## src/logic/mbr_cfg.svh

```systemverilog
// Register offsets, reset values and field positions of the modem buffer register bank.
`ifndef MBR_CFG_SVH
`define MBR_CFG_SVH

`define MBR_ADR_BUF_DATA 7'h00
`define MBR_ADR_BUF_PTR 7'h0d
`define MBR_ADR_TX_BASE 7'h0e
`define MBR_ADR_RX_BASE 7'h0f
`define MBR_ADR_LAST_START 7'h10
`define MBR_ADR_IRQ_MASK 7'h11
`define MBR_ADR_IRQ_FLAGS 7'h12
`define MBR_ADR_RX_LEN 7'h13
`define MBR_ADR_HDR_CNT_HI 7'h14
`define MBR_ADR_HDR_CNT_LO 7'h15
`define MBR_ADR_PKT_CNT_HI 7'h16
`define MBR_ADR_PKT_CNT_LO 7'h17
`define MBR_ADR_MODEM_STATE 7'h18
`define MBR_ADR_PKT_SNR 7'h19

`define MBR_RST_BUF_PTR 8'h00
`define MBR_RST_TX_BASE 8'h80
`define MBR_RST_RX_BASE 8'h00
`define MBR_RST_IRQ_MASK 8'h00
`define MBR_RST_IRQ_FLAGS 8'h00
`define MBR_RST_MODEM_STATE 8'h10

`define MBR_IRQ_RX_TIMEOUT 7
`define MBR_IRQ_RX_COMPLETE 6
`define MBR_IRQ_CRC_ERROR 5
`define MBR_IRQ_HEADER_OK 4
`define MBR_IRQ_TX_COMPLETE 3
`define MBR_IRQ_SCAN_END 2
`define MBR_IRQ_HOP_CHANGE 1
`define MBR_IRQ_ACT_FOUND 0

`define MBR_SPI_WRITE_BIT 7
`define MBR_SPI_LAST_BIT 3'h7

`endif

```

## src/logic/mbr_pkg.sv

```systemverilog
// Types shared by the modem buffer register bank modules.
package mbr_pkg;
  typedef enum logic [1:0] {
    SPI_IDLE,
    SPI_ADDR,
    SPI_DATA
  } mbr_spi_e;
  typedef logic [7:0] mbr_byte_t;
  typedef logic [6:0] mbr_addr_t;
endpackage

```

## src/logic/mbr_acc_if.sv

```systemverilog
// Register access carrier between the serial front end and the register bank.
`timescale 1ns/1ps
`default_nettype none
interface mbr_acc_if;
  mbr_pkg::mbr_addr_t addr;
  logic wr;
  logic rd;
  mbr_pkg::mbr_byte_t wdata;
  mbr_pkg::mbr_byte_t rdata;
  modport spi (output addr, output wr, output rd, output wdata, input rdata);
  modport bank (input addr, input wr, input rd, input wdata, output rdata);
endinterface
`default_nettype wire

```

## src/logic/mbr_pkt_buf.sv

```systemverilog
// Packet data buffer with a host port and a modem port.
`timescale 1ns/1ps
`default_nettype none
module mbr_pkt_buf #(
  parameter int DW = 8,
  parameter int AW = 8,
  parameter int DEPTH = 256
) (
  // Clock and reset.
  input wire logic clk_i,
  input wire logic rst_i,
  // Host port, read is combinational.
  input wire logic [AW-1:0] h_addr_i,
  input wire logic h_we_i,
  input wire logic [DW-1:0] h_wdata_i,
  output logic [DW-1:0] h_rdata_o,
  // Modem port, read data registered.
  input wire logic [AW-1:0] m_addr_i,
  input wire logic m_we_i,
  input wire logic [DW-1:0] m_wdata_i,
  output logic [DW-1:0] m_rdata_o
);
  logic [DW-1:0] mem [DEPTH];

  // Host write comes last so it wins a same-address collision.
  always_ff @(posedge clk_i) begin
    if (m_we_i) begin
      mem[m_addr_i] <= m_wdata_i;
    end
    if (h_we_i) begin
      mem[h_addr_i] <= h_wdata_i;
    end
  end

  always_ff @(posedge clk_i or posedge rst_i) begin
    if (rst_i) begin
      m_rdata_o <= '0;
    end else begin
      m_rdata_o <= mem[m_addr_i];
    end
  end

  assign h_rdata_o = mem[h_addr_i];
endmodule
`default_nettype wire

```

## src/logic/mbr_regs.sv

```systemverilog
// Modem buffer pointers, interrupt flags, receive counters and status registers.
//
// Overview of operation
// RULE1: Writable transmit base pointer, resets to 0x80.
// RULE2: Writable receive base pointer, resets to 0x00.
// RULE3: Read-only start address of last packet.
// RULE4: Mask bit set suppresses matching interrupt line.
// RULE5: Flag bits ordered timeout down to activity.
// RULE6: Writing one clears exactly that flag.
// RULE7: Activity found during scan sets bit zero.
// RULE8: Read-only payload byte count of last packet.
// RULE9: Sixteen-bit valid header count, high byte first.
// RULE10: Sixteen-bit valid packet count, high byte first.
// RULE11: Sleep clears both header and packet counters.
// RULE12: Status: code rate high, five modem flags low.
// RULE13: Read-only SNR, two's complement, times four.
// RULE14: Writable buffer pointer selects serial data location.
// RULE15: Zero writes keep flags; read-only values ignore writes.
`include "mbr_cfg.svh"
`timescale 1ns/1ps
`default_nettype none
module mbr_regs #(
  parameter int BUF_DEPTH = 256
) (
  // Clock and reset.
  input wire logic clk_i,
  input wire logic rst_i,
  // Serial register port.
  input wire logic spi_sck_i,
  input wire logic spi_nss_n_i,
  input wire logic spi_mosi_i,
  output logic spi_miso_o,
  output logic spi_miso_oe_o,
  // Modem events, one-cycle pulses in flag bit order.
  input wire logic [7:0] evt_i,
  input wire logic pkt_ok_i,
  input wire logic sleep_i,
  input wire logic rx_entry_i,
  // Modem packet results, taken on pkt_info_i.
  input wire logic pkt_info_i,
  input wire logic [7:0] last_start_i,
  input wire logic [7:0] rx_len_i,
  input wire logic [7:0] snr_i,
  // Modem live status.
  input wire logic [2:0] code_rate_i,
  input wire logic [4:0] modem_flags_i,
  // Modem buffer port.
  input wire logic [7:0] mdm_addr_i,
  input wire logic mdm_we_i,
  input wire logic [7:0] mdm_wdata_i,
  output logic [7:0] mdm_rdata_o,
  // Control and interrupt lines.
  output logic [7:0] tx_base_o,
  output logic [7:0] rx_base_o,
  output logic [7:0] irq_o
);
  mbr_acc_if acc ();

  logic [7:0] buf_ptr_r;
  logic [7:0] tx_base_r;
  logic [7:0] rx_base_r;
  logic [7:0] mask_r;
  logic [7:0] flags_r;
  logic [7:0] flags_nxt;
  logic [7:0] last_start_r;
  logic [7:0] rx_len_r;
  logic [7:0] snr_r;
  logic [15:0] hdr_cnt_r;
  logic [15:0] pkt_cnt_r;
  logic [7:0] stat_r;
  logic [7:0] rdata_r;
  logic [7:0] rd_mux;
  logic [7:0] buf_rdata;
  logic cnt_clr;

  function automatic logic wr_hit(input logic wr, input logic [6:0] addr,
      input logic [6:0] reg_a);
    wr_hit = wr && (addr == reg_a);
  endfunction

  mbr_spi_slave u_spi (
    .clk_i(clk_i),
    .rst_i(rst_i),
    .sck_i(spi_sck_i),
    .nss_n_i(spi_nss_n_i),
    .mosi_i(spi_mosi_i),
    .miso_o(spi_miso_o),
    .miso_oe_o(spi_miso_oe_o),
    .acc(acc.spi)
  );

  mbr_pkt_buf #(
    .DW(8),
    .AW(8),
    .DEPTH(BUF_DEPTH)
  ) u_buf (
    .clk_i(clk_i),
    .rst_i(rst_i),
    .h_addr_i(buf_ptr_r),
    .h_we_i(wr_hit(acc.wr, acc.addr, `MBR_ADR_BUF_DATA)),
    .h_wdata_i(acc.wdata),
    .h_rdata_o(buf_rdata),
    .m_addr_i(mdm_addr_i),
    .m_we_i(mdm_we_i),
    .m_wdata_i(mdm_wdata_i),
    .m_rdata_o(mdm_rdata_o)
  );

  // Each data access walks the pointer, so a burst streams through the buffer.
  always_ff @(posedge clk_i or posedge rst_i) begin
    if (rst_i) begin
      buf_ptr_r <= `MBR_RST_BUF_PTR;
    end else if (wr_hit(acc.wr | acc.rd, acc.addr, `MBR_ADR_BUF_DATA)) begin
      buf_ptr_r <= buf_ptr_r + 8'h01; // see RULE14
    end else if (wr_hit(acc.wr, acc.addr, `MBR_ADR_BUF_PTR)) begin
      buf_ptr_r <= acc.wdata; // see RULE14
    end
  end

  always_ff @(posedge clk_i or posedge rst_i) begin
    if (rst_i) begin
      tx_base_r <= `MBR_RST_TX_BASE;
      rx_base_r <= `MBR_RST_RX_BASE;
      mask_r <= `MBR_RST_IRQ_MASK;
    end else begin
      if (wr_hit(acc.wr, acc.addr, `MBR_ADR_TX_BASE)) begin
        tx_base_r <= acc.wdata; // see RULE1
      end
      if (wr_hit(acc.wr, acc.addr, `MBR_ADR_RX_BASE)) begin
        rx_base_r <= acc.wdata; // see RULE2
      end
      if (wr_hit(acc.wr, acc.addr, `MBR_ADR_IRQ_MASK)) begin
        mask_r <= acc.wdata;
      end
    end
  end

  // A new event in the clearing cycle survives: set beats clear.
  always_comb begin
    flags_nxt = flags_r;
    if (wr_hit(acc.wr, acc.addr, `MBR_ADR_IRQ_FLAGS)) begin
      flags_nxt = flags_r & ~acc.wdata; // see RULE6 see RULE15
    end
    flags_nxt = flags_nxt | evt_i; // see RULE5 see RULE7
  end

  always_ff @(posedge clk_i or posedge rst_i) begin
    if (rst_i) begin
      flags_r <= `MBR_RST_IRQ_FLAGS;
      irq_o <= 8'h00;
    end else begin
      flags_r <= flags_nxt;
      irq_o <= flags_r & ~mask_r; // see RULE4
    end
  end

  // Packet results are held until the modem reports the next packet.
  always_ff @(posedge clk_i or posedge rst_i) begin
    if (rst_i) begin
      last_start_r <= 8'h00;
      rx_len_r <= 8'h00;
      snr_r <= 8'h00;
    end else if (pkt_info_i) begin
      last_start_r <= last_start_i; // see RULE3
      rx_len_r <= rx_len_i; // see RULE8
      snr_r <= snr_i; // see RULE13
    end
  end

  assign cnt_clr = sleep_i | rx_entry_i;

  // Counters wrap at 16 bits; clearing takes priority over counting.
  always_ff @(posedge clk_i or posedge rst_i) begin
    if (rst_i) begin
      hdr_cnt_r <= 16'h0000;
      pkt_cnt_r <= 16'h0000;
    end else if (cnt_clr) begin
      hdr_cnt_r <= 16'h0000; // see RULE11
      pkt_cnt_r <= 16'h0000; // see RULE11
    end else begin
      if (evt_i[`MBR_IRQ_HEADER_OK]) begin
        hdr_cnt_r <= hdr_cnt_r + 16'h0001; // see RULE9
      end
      if (pkt_ok_i) begin
        pkt_cnt_r <= pkt_cnt_r + 16'h0001; // see RULE10
      end
    end
  end

  always_ff @(posedge clk_i or posedge rst_i) begin
    if (rst_i) begin
      stat_r <= `MBR_RST_MODEM_STATE;
    end else begin
      stat_r <= {code_rate_i, modem_flags_i}; // see RULE12
    end
  end

  // Unmapped addresses read as zero; read-only ones have no write path.
  always_comb begin
    case (acc.addr)
      `MBR_ADR_BUF_DATA: rd_mux = buf_rdata;
      `MBR_ADR_BUF_PTR: rd_mux = buf_ptr_r;
      `MBR_ADR_TX_BASE: rd_mux = tx_base_r;
      `MBR_ADR_RX_BASE: rd_mux = rx_base_r;
      `MBR_ADR_LAST_START: rd_mux = last_start_r;
      `MBR_ADR_IRQ_MASK: rd_mux = mask_r;
      `MBR_ADR_IRQ_FLAGS: rd_mux = flags_r;
      `MBR_ADR_RX_LEN: rd_mux = rx_len_r;
      `MBR_ADR_HDR_CNT_HI: rd_mux = hdr_cnt_r[15:8];
      `MBR_ADR_HDR_CNT_LO: rd_mux = hdr_cnt_r[7:0];
      `MBR_ADR_PKT_CNT_HI: rd_mux = pkt_cnt_r[15:8];
      `MBR_ADR_PKT_CNT_LO: rd_mux = pkt_cnt_r[7:0];
      `MBR_ADR_MODEM_STATE: rd_mux = stat_r;
      `MBR_ADR_PKT_SNR: rd_mux = snr_r;
      default: rd_mux = 8'h00;
    endcase
  end

  always_ff @(posedge clk_i or posedge rst_i) begin
    if (rst_i) begin
      rdata_r <= 8'h00;
    end else if (acc.rd) begin
      rdata_r <= rd_mux;
    end
  end

  assign acc.rdata = rdata_r;
  assign tx_base_o = tx_base_r;
  assign rx_base_o = rx_base_r;

  // Checked bit by bit, so an event wired to the wrong flag position fails at that position.
  for (genvar b = 0; b < 8; b++) begin : g_flag_chk

  end
endmodule
`default_nettype wire

```

## src/logic/mbr_spi_slave.sv

```systemverilog
// Serial register port: first byte is write flag and address, then data bytes.
`include "mbr_cfg.svh"
`timescale 1ns/1ps
`default_nettype none
module mbr_spi_slave (
  // Clock and reset.
  input wire logic clk_i,
  input wire logic rst_i,
  // Serial pins.
  input wire logic sck_i,
  input wire logic nss_n_i,
  input wire logic mosi_i,
  output logic miso_o,
  output logic miso_oe_o,
  // Register access.
  mbr_acc_if.spi acc
);
  logic [2:0] sck_s_r;
  logic [2:0] nss_n_s_r;
  logic [1:0] mosi_s_r;
  mbr_pkg::mbr_spi_e state_r;
  logic [2:0] bit_cnt_r;
  logic [6:0] rx_sr_r;
  logic is_wr_r;
  mbr_pkg::mbr_addr_t addr_r;
  logic load_r;
  logic fresh_r;
  logic [7:0] tx_sr_r;
  logic rise;
  logic fall;
  logic active;
  logic byte_done;
  mbr_pkg::mbr_byte_t rx_byte;
  mbr_pkg::mbr_addr_t addr_adv;

  // Pins are foreign to clk_i; only the synchronised copies feed logic.
  always_ff @(posedge clk_i or posedge rst_i) begin
    if (rst_i) begin
      sck_s_r <= 3'h0;
      nss_n_s_r <= 3'h7;
      mosi_s_r <= 2'h0;
    end else begin
      sck_s_r <= {sck_s_r[1:0], sck_i};
      nss_n_s_r <= {nss_n_s_r[1:0], nss_n_i};
      mosi_s_r <= {mosi_s_r[0], mosi_i};
    end
  end

  assign rise = sck_s_r[1] & ~sck_s_r[2];
  assign fall = ~sck_s_r[1] & sck_s_r[2];
  assign active = ~nss_n_s_r[1];
  assign byte_done = active && rise && (bit_cnt_r == `MBR_SPI_LAST_BIT);
  assign rx_byte = {rx_sr_r, mosi_s_r[1]};
  // The buffer data address stays put in a burst; the buffer pointer walks instead.
  assign addr_adv = (addr_r == `MBR_ADR_BUF_DATA) ? addr_r : addr_r + 7'h01;

  always_ff @(posedge clk_i or posedge rst_i) begin
    if (rst_i) begin
      state_r <= mbr_pkg::SPI_IDLE;
      bit_cnt_r <= 3'h0;
      rx_sr_r <= 7'h00;
      is_wr_r <= 1'b0;
      addr_r <= 7'h00;
      acc.addr <= 7'h00;
      acc.wr <= 1'b0;
      acc.rd <= 1'b0;
      acc.wdata <= 8'h00;
    end else begin
      acc.wr <= 1'b0;
      acc.rd <= 1'b0;
      if (!active) begin
        state_r <= mbr_pkg::SPI_IDLE;
        bit_cnt_r <= 3'h0;
      end else begin
        if (rise) begin
          rx_sr_r <= rx_byte[6:0];
          bit_cnt_r <= bit_cnt_r + 3'h1;
        end
        case (state_r)
          mbr_pkg::SPI_IDLE: begin
            state_r <= mbr_pkg::SPI_ADDR;
          end
          mbr_pkg::SPI_ADDR: begin
            if (byte_done) begin
              state_r <= mbr_pkg::SPI_DATA;
              is_wr_r <= rx_byte[`MBR_SPI_WRITE_BIT];
              addr_r <= rx_byte[6:0];
              acc.addr <= rx_byte[6:0];
              acc.rd <= ~rx_byte[`MBR_SPI_WRITE_BIT];
            end
          end
          mbr_pkg::SPI_DATA: begin
            if (byte_done) begin
              addr_r <= addr_adv;
              if (is_wr_r) begin
                acc.addr <= addr_r;
                acc.wr <= 1'b1;
                acc.wdata <= rx_byte;
              end else begin
                acc.addr <= addr_adv;
                acc.rd <= 1'b1;
              end
            end
          end
          default: begin
            state_r <= mbr_pkg::SPI_IDLE;
          end
        endcase
      end
    end
  end

  // Read data is loaded before the falling edge that would present its first bit.
  always_ff @(posedge clk_i or posedge rst_i) begin
    if (rst_i) begin
      load_r <= 1'b0;
      fresh_r <= 1'b0;
      tx_sr_r <= 8'h00;
      miso_oe_o <= 1'b0;
    end else begin
      load_r <= acc.rd;
      miso_oe_o <= active;
      if (!active) begin
        fresh_r <= 1'b0;
        tx_sr_r <= 8'h00;
      end else if (load_r) begin
        fresh_r <= 1'b1;
        tx_sr_r <= acc.rdata;
      end else if (fall) begin
        if (fresh_r) begin
          fresh_r <= 1'b0;
        end else begin
          tx_sr_r <= {tx_sr_r[6:0], 1'b0};
        end
      end
    end
  end

  assign miso_o = tx_sr_r[7];
endmodule
`default_nettype wire
```

## config.mk

```make
export PLATFORM = sky130hd
export DESIGN_NAME = mbr_regs
export DESIGN_NICKNAME = d
export VERILOG_FILES = /design/src/logic/mbr_pkg.sv /design/src/logic/mbr_acc_if.sv /design/src/logic/mbr_pkt_buf.sv /design/src/logic/mbr_regs.sv /design/src/logic/mbr_spi_slave.sv
export VERILOG_INCLUDE_DIRS = /design/src /design/src/logic
export SDC_FILE = /design/constraint.sdc
export NUM_CORES = 2
export LEC_CHECK = 0
export BUFFER_PORTS_ARGS = -buffer_cell sky130_fd_sc_hd__buf_2
export CAP_MARGIN = 20
export CELL_PAD_IN_SITES_DETAIL_PLACEMENT = 1
export CELL_PAD_IN_SITES_GLOBAL_PLACEMENT = 1
export CORE_ASPECT_RATIO = 1.5
export CORE_MARGIN = 5
export CORE_UTILIZATION = 50
export DETAILED_ROUTE_END_ITERATION = 12
export PLACE_DENSITY = 0.8
export SYNTH_ARGS = -nofsm -noshare
export SYNTH_HDL_FRONTEND = slang
export SYNTH_SLANG_ARGS = --single-unit
```

## constraint.sdc

```tcl
create_clock -name clk_i -period 8.7 [get_ports clk_i]
set_clock_uncertainty 0.05 [all_clocks]
set_input_delay 1.74 -clock clk_i [delete_from_list [all_inputs] [get_ports clk_i]]
set_output_delay 1.74 -clock clk_i [all_outputs]
set_load 0.1 [all_outputs]
```

# --- Word level (Yosys, flattened, before mapping) ---
# Memories as Yosys holds them, arrays and structs flattened. A register that Yosys moved wholly into a read port is not among the register bits.
# Index checks and enable logic that the tools add are counted.
# W data, S select, Z words.
word_totals:
  register_bits: 175
  wordCells: 133
  input_bits: 66
  ram_bits: 2048
  memories: 1
op_classes:
  eq_ne: 21
  bitwise: 13
  add_sub_neg: 5
  reduce_logical: 24
  muxes: 40
memory_table:
  columns: ["memory", "depth", "word_bits", "rd", "rd_ports_with_merged_regs", "write_ports", "line_no", "source"]
  rows:
  - ["u_buf.mem", 256, 8, 2, 1, 2, "mbr_pkt_buf.sv:23", "logic [DW-1:0] mem [DEPTH];"]
ops:
  columns: ["cell", "n"]
  rows:
  - ["$pmux W8 S14", 1]
  - ["$eq A7 B5 Y1 const B", 10]
  - ["$mux W16", 4]
  - ["$mux W8", 7]
  - ["$mux W7", 5]
  - ["$add A16 B1 Y16 const B", 2]
  - ["$pmux W7 S2", 2]
  - ["$eq A7 B4 Y1 const B", 3]
  - ["$and A8 B8 Y8", 2]
  - ["$not A8 Y8", 2]
  - ["$mux W1", 15]
  - ["$logic_not A7 Y1", 2]
  - ["$reduce_bool A2 Y1", 5]
  - ["$logic_and A1 B1 Y1", 9]
  - ["$add A8 B1 Y8 const B", 1]
  - ["$or A8 B8 Y8", 1]
  - ["$reduce_and A4 Y1", 2]
  - ["$add A7 B1 Y7 const B", 1]
  - ["$mux W3", 2]
  - ["$ne A2 B1 Y1 const B", 3]
  - ["$ne A3 B1 Y1 const B", 2]
  - ["$pmux W2 S3", 1]
  - ["$reduce_and A2 Y1", 3]
  - ["$mux W2", 2]
  - ["11 further kinds", 16]

# --- Depth between registers and ports, before layout ---
logic_depth:
  depth_word: 7
  ltp_mapped: 14
  ltp_nobuf: 8

# --- Cells and area by module ---
# A second synthesis with hierarchy kept.
hier_totals:
  cells_unflattened: 8395
  area_unflattened_um2: 129958.4
modules_own_cells:
  columns: ["mod", "n_inst", "cells_each", "area_per_inst_um2"]
  rows:
  - ["mbr_pkt_buf", 1, 7578, 121237.5]
  - ["mbr_regs", 1, 568, 6068.3]
  - ["mbr_spi_slave", 1, 249, 2652.5]

# --- Worst setup path after synthesis ---
# Ideal clock, no wire load.
synth_path:
  path_type: "input port to flip-flop"
  startpoint: "in mdm_addr_i[0]"
  endpoint: "mem u_buf.mem[109][0], enable pin"
  path_buffers: 6
  t_arrival_ns: 4.374
  path_stages: 10
  t_required_ns: 8.266
  setup_slack_ns: 3.892
  setup_time_ns: 0.384
  path_cell_list: "clkbuf_1 > buf_2 > buf_2 > buf_2 > buf_2 > nor2b_1 > and2_1 > nand3_1 > clkbuf_1 > o21ai_0"
synth_lines:
  columns: ["item", "line_no", "source"]
  rows:
  - ["from (decl)", "mbr_regs.sv:48", "input wire logic [7:0] mdm_addr_i,"]
  - ["to (decl)", "mbr_pkt_buf.sv:23", null]

# --- Final worst setup path ---
layout_path:
  startpoint: "reg buf_ptr_r[3]"
  endpoint: "reg rdata_r[1], in the netlist acc.rdata[1]"
layout_between:
  elab_chain_len: 2
layout_lines:
  columns: ["item", "line_no", "source"]
  rows:
  - ["from (decl)", "mbr_regs.sv:59", "logic [7:0] buf_ptr_r;"]
  - ["from (signal assigned)", "mbr_regs.sv:112", "buf_ptr_r <= `MBR_RST_BUF_PTR;"]
  - ["from (signal assigned)", "mbr_regs.sv:114", "buf_ptr_r <= buf_ptr_r + 8'h01;"]
  - ["from (signal assigned)", "mbr_regs.sv:116", "buf_ptr_r <= acc.wdata;"]
  - ["$mem_v2 Z256 W8", null, null]
  - ["$pmux W8 S14", "mbr_regs.sv:200", "case (acc.addr)"]
  - ["to (signal assigned)", "mbr_regs.sv:223", "rdata_r <= rd_mux;"]
  - ["to (decl)", "mbr_regs.sv:71", "logic [7:0] rdata_r;"]
# No other way between the ends.
# A chain may end at the register's enable or synchronous reset.

==> impl_metrics.py <==
metrics = {
    "synth": {
        "synth_top_cell_by_area": "edfxtp_1",
        "ys_ff_latch": 2231,
        "synthTopCellsByArea": "edfxtp_1 47%, mux2_2 18%, mux4_2 18%, dfrtp_1 3.4%, clkbuf_1 2.0%",
        "synth.most_common_cell": "mux2_2",
        "synth_warnings": 0,
        "synth_flop_cell": "edfxtp_1",
        "ys_types": 82,
        "synth_edf_count": 2048,
        "synth_top_area_frac": 0.470,
        "yosysSeqAreaShare": 0.505,
        "syn_inst": 8420,
        "synth_common_cells": "2,141 x mux2_2, 2,048 x edfxtp_1, 1,066 x mux4_2",
        "synth_area_sq_mm": 0.131,
        "syn_area_per_cell_sq_um": 15.5,
        "synthArstFlopShare": 0.0820,
        "synth_fp_nets": 8500,
    },
    "critical_path": {
        "worst_path_largest_cell_delay_ns": 1.03,
        "critPathMaxFanout": 22,
        "worst_path_most_repeated_cell": "buf_4",
        "crit_slowest_cell": "and3b_2",
        "cp-end-kind": "flop",
        "critical_path_buf_inv_count": 3,
        "r2r_cells": 10,
        "crit_type": "flop to flop",
        "crit_path_start_kind": "flop",
        "worstPathCellList": "buf_4 > buf_4 > and3b_2 > buf_4 > a22o_1 > nor2_1 > a31oi_1 > nor4_1 > a21oi_1 > o32a_1",
        "required_ns": 9.50,
        "crit_family": "compound AO/OA/AOI/OAI gates",
        "cp.depth": 10,
        "critPathArrivalTime_ns": 6.73,
    },
    "floorplan": {
        "pin_count": 100,
        "die-area_sq_mm": 0.272,
        "die_width_microns": 428,
        "core_area_sq_mm": 0.261,
        "rows": 230,
        "initial_core_util": 0.501,
        "fp.dieH_microns": 636,
    },
    "power_and_ir_drop": {
        "irDropWorstVdd_uv": 160,
        "p_leak_nw": 45.1,
        "finalPower_mw": 24.3,
        "power_density_mw_per_mm2": 170,
    },
    "layout": {
        "top_register": "u_buf.mem",
        "fin_area_sq_mm": 0.143,
        "final_nets": 8253,
        "area_delta_synth_final_pct": 9.18,
        "reg.largest.list": "u_buf.mem: 2048 flops, hdr_cnt_r: 16 flops, pkt_cnt_r: 16 flops",
        "largest_reg_flops": 2048,
        "drive_gt1_frac": 0.499,
    },
    "routing": {
        "avgViaCountPerCell": 7.74,
        "antenna_left": 0,
        "drt_iter0_drc": 14500,
        "totalWireLength_mm": 528,
        "drtPass1Iterations": 8,
        "drc": 0,
        "wl_per_cell_microns": 44.4,
        "num_vias": 92000,
    },
    "global_route": {
        "overflow": 0,
        "grt_pass1_vias": 93300,
        "grt_max_degree": 180,
        "antenna_found_initial": 72,
        "grt_pass1_wl_mm": 737,
        "grt_use_total": 0.381,
    },
    "timing": {
        "rsz0062_at_grt": "false",
        "hold_violations": 0,
        "finalSetupViolCount": 0,
        "layout_min_cycle_time_ns": 5.93,
        "max_freq_mhz": 169,
        "fin_setup_tns_ns": 0,
        "period_share": 0.682,
        "worst_slew_pin_slew_ns": 1.39,
        "slew_viol_final": 0,
        "max_slew_margin": 0.0736,
    },
    "clocking": {
        "root_buffer": "clkbuf_16",
        "post_cts_resized": 0,
        "cts_setup_buffers": 0,
        "numCtsBuffers": 220,
        "clock_latency_ns": 0.96,
        "htree_levels": 4,
        "clock-sinks": 2231,
        "hold_buffers": 0,
        "cts.clk_slew.worst_paths_ns": 0.07,
        "cts.path.max_buffers": 4,
        "cts_tree": "yes",
    },
    "placed_design": {
        "placed_area_sq_mm": 0.135,
        "gp_congestion": 0.993,
        "dp_hpwl_mm": 338,
        "io_buffer_count": 99,
    },
    "outcome": {
        "status": "finished, final reports clean",
    },
    "min_path": {
        "hold_path_class": "flop to flop",
        "worstHoldPathCells": 0,
    },
    "flow_run": {
        "max_cap_viol_count": 0,
    },
}
[logic make-up after synthesis]
logic type,share of synthesized area
multiplexers,0.384
flip-flops,0.505
buffers and inverters,0.0311
AND/OR/NAND/NOR,0.0344
AO/OA/AOI/OAI,0.0420
XOR/XNOR,0.00181
adder cells (fa/ha/maj),0.00134
[final cells by class]
type / instances / area (sq um)
clock inverter: 142 / 1620
multi-input combinational: 5206 / 60800
sequential: 2231 / 66100
tap: 3480 / 4350
fill: 23900 / 118000
clock buffer: 253 / 5720
timing repair buffer: 494 / 3900
antenna: 64 / 160
inverter: 20 / 82.6
[path summary, 6_finish.rpt]
kind | endpoint | slack, ns | startpoint
worst min register to register | u_spi.sck_s_r[1] | 0.30 | u_spi.sck_s_r[0]
worst max register to register | acc.rdata[1] | 2.77 | buf_ptr_r[3]
min in group asynchronous | u_spi.sck_s_r[2] | 0.94 | rst_i
worst min-delay path | u_spi.sck_s_r[1] | 0.30 | u_spi.sck_s_r[0]
worst max-delay path | acc.rdata[1] | 2.77 | buf_ptr_r[3]
max in group asynchronous | hdr_cnt_r[12] | 6.07 | rst_i
[where the power goes]
| part | switching (mW) | internal (mW) |
|---|---|---|
| clock | 4.49 | 5.76 |
| sequential | 0.101 | 11.8 |
| combinational | 1.27 | 0.881 |
[cell usage in the layout (no fill, tap or decap), types with 167 or more instances in the layout]
master and n:
mux2_2 2141, nand2_1 408, clkbuf_16 223, o21ai_0 256
dfrtp_1 167, mux2i_1 201, edfxtp_1 2048, buf_4 310
mux4_2 1066
[stage by stage]
stage	util	setup WS, ns	hold slack [ns]	std cells
floorplan	-	1.94	0.281	8420
global placement	0.516	2.79	0.295	11400
detailed placement	0.517	2.82	0.293	11400
CTS	0.545	3.32	0.305	11800
global route	0.547	3.20	0.316	11800
finish	0.547	2.77	0.303	11900
[metal layers]
metal | track usage | wire length (microns) | part of all wire
met1 | 0.429 | 161000 | 0.31
met2 | 0.589 | 245000 | 0.46
met3 | 0.118 | 64000 | 0.12
met4 | 0.325 | 56800 | 0.11
met5 | 0 | 378 | 0.00072
[worst register-to-register path, stage by stage, from the launching register on]
cell	delay, ns
dfrtp_4	0.76
buf_4	0.60
buf_4	0.44
and3b_2	1.03
buf_4	0.43
a22o_1	0.20
nor2_1	0.08
a31oi_1	0.69
nor4_1	0.22
a21oi_1	1.04
o32a_1	0.30
Note: power is estimated with default switching activity, not from simulation.
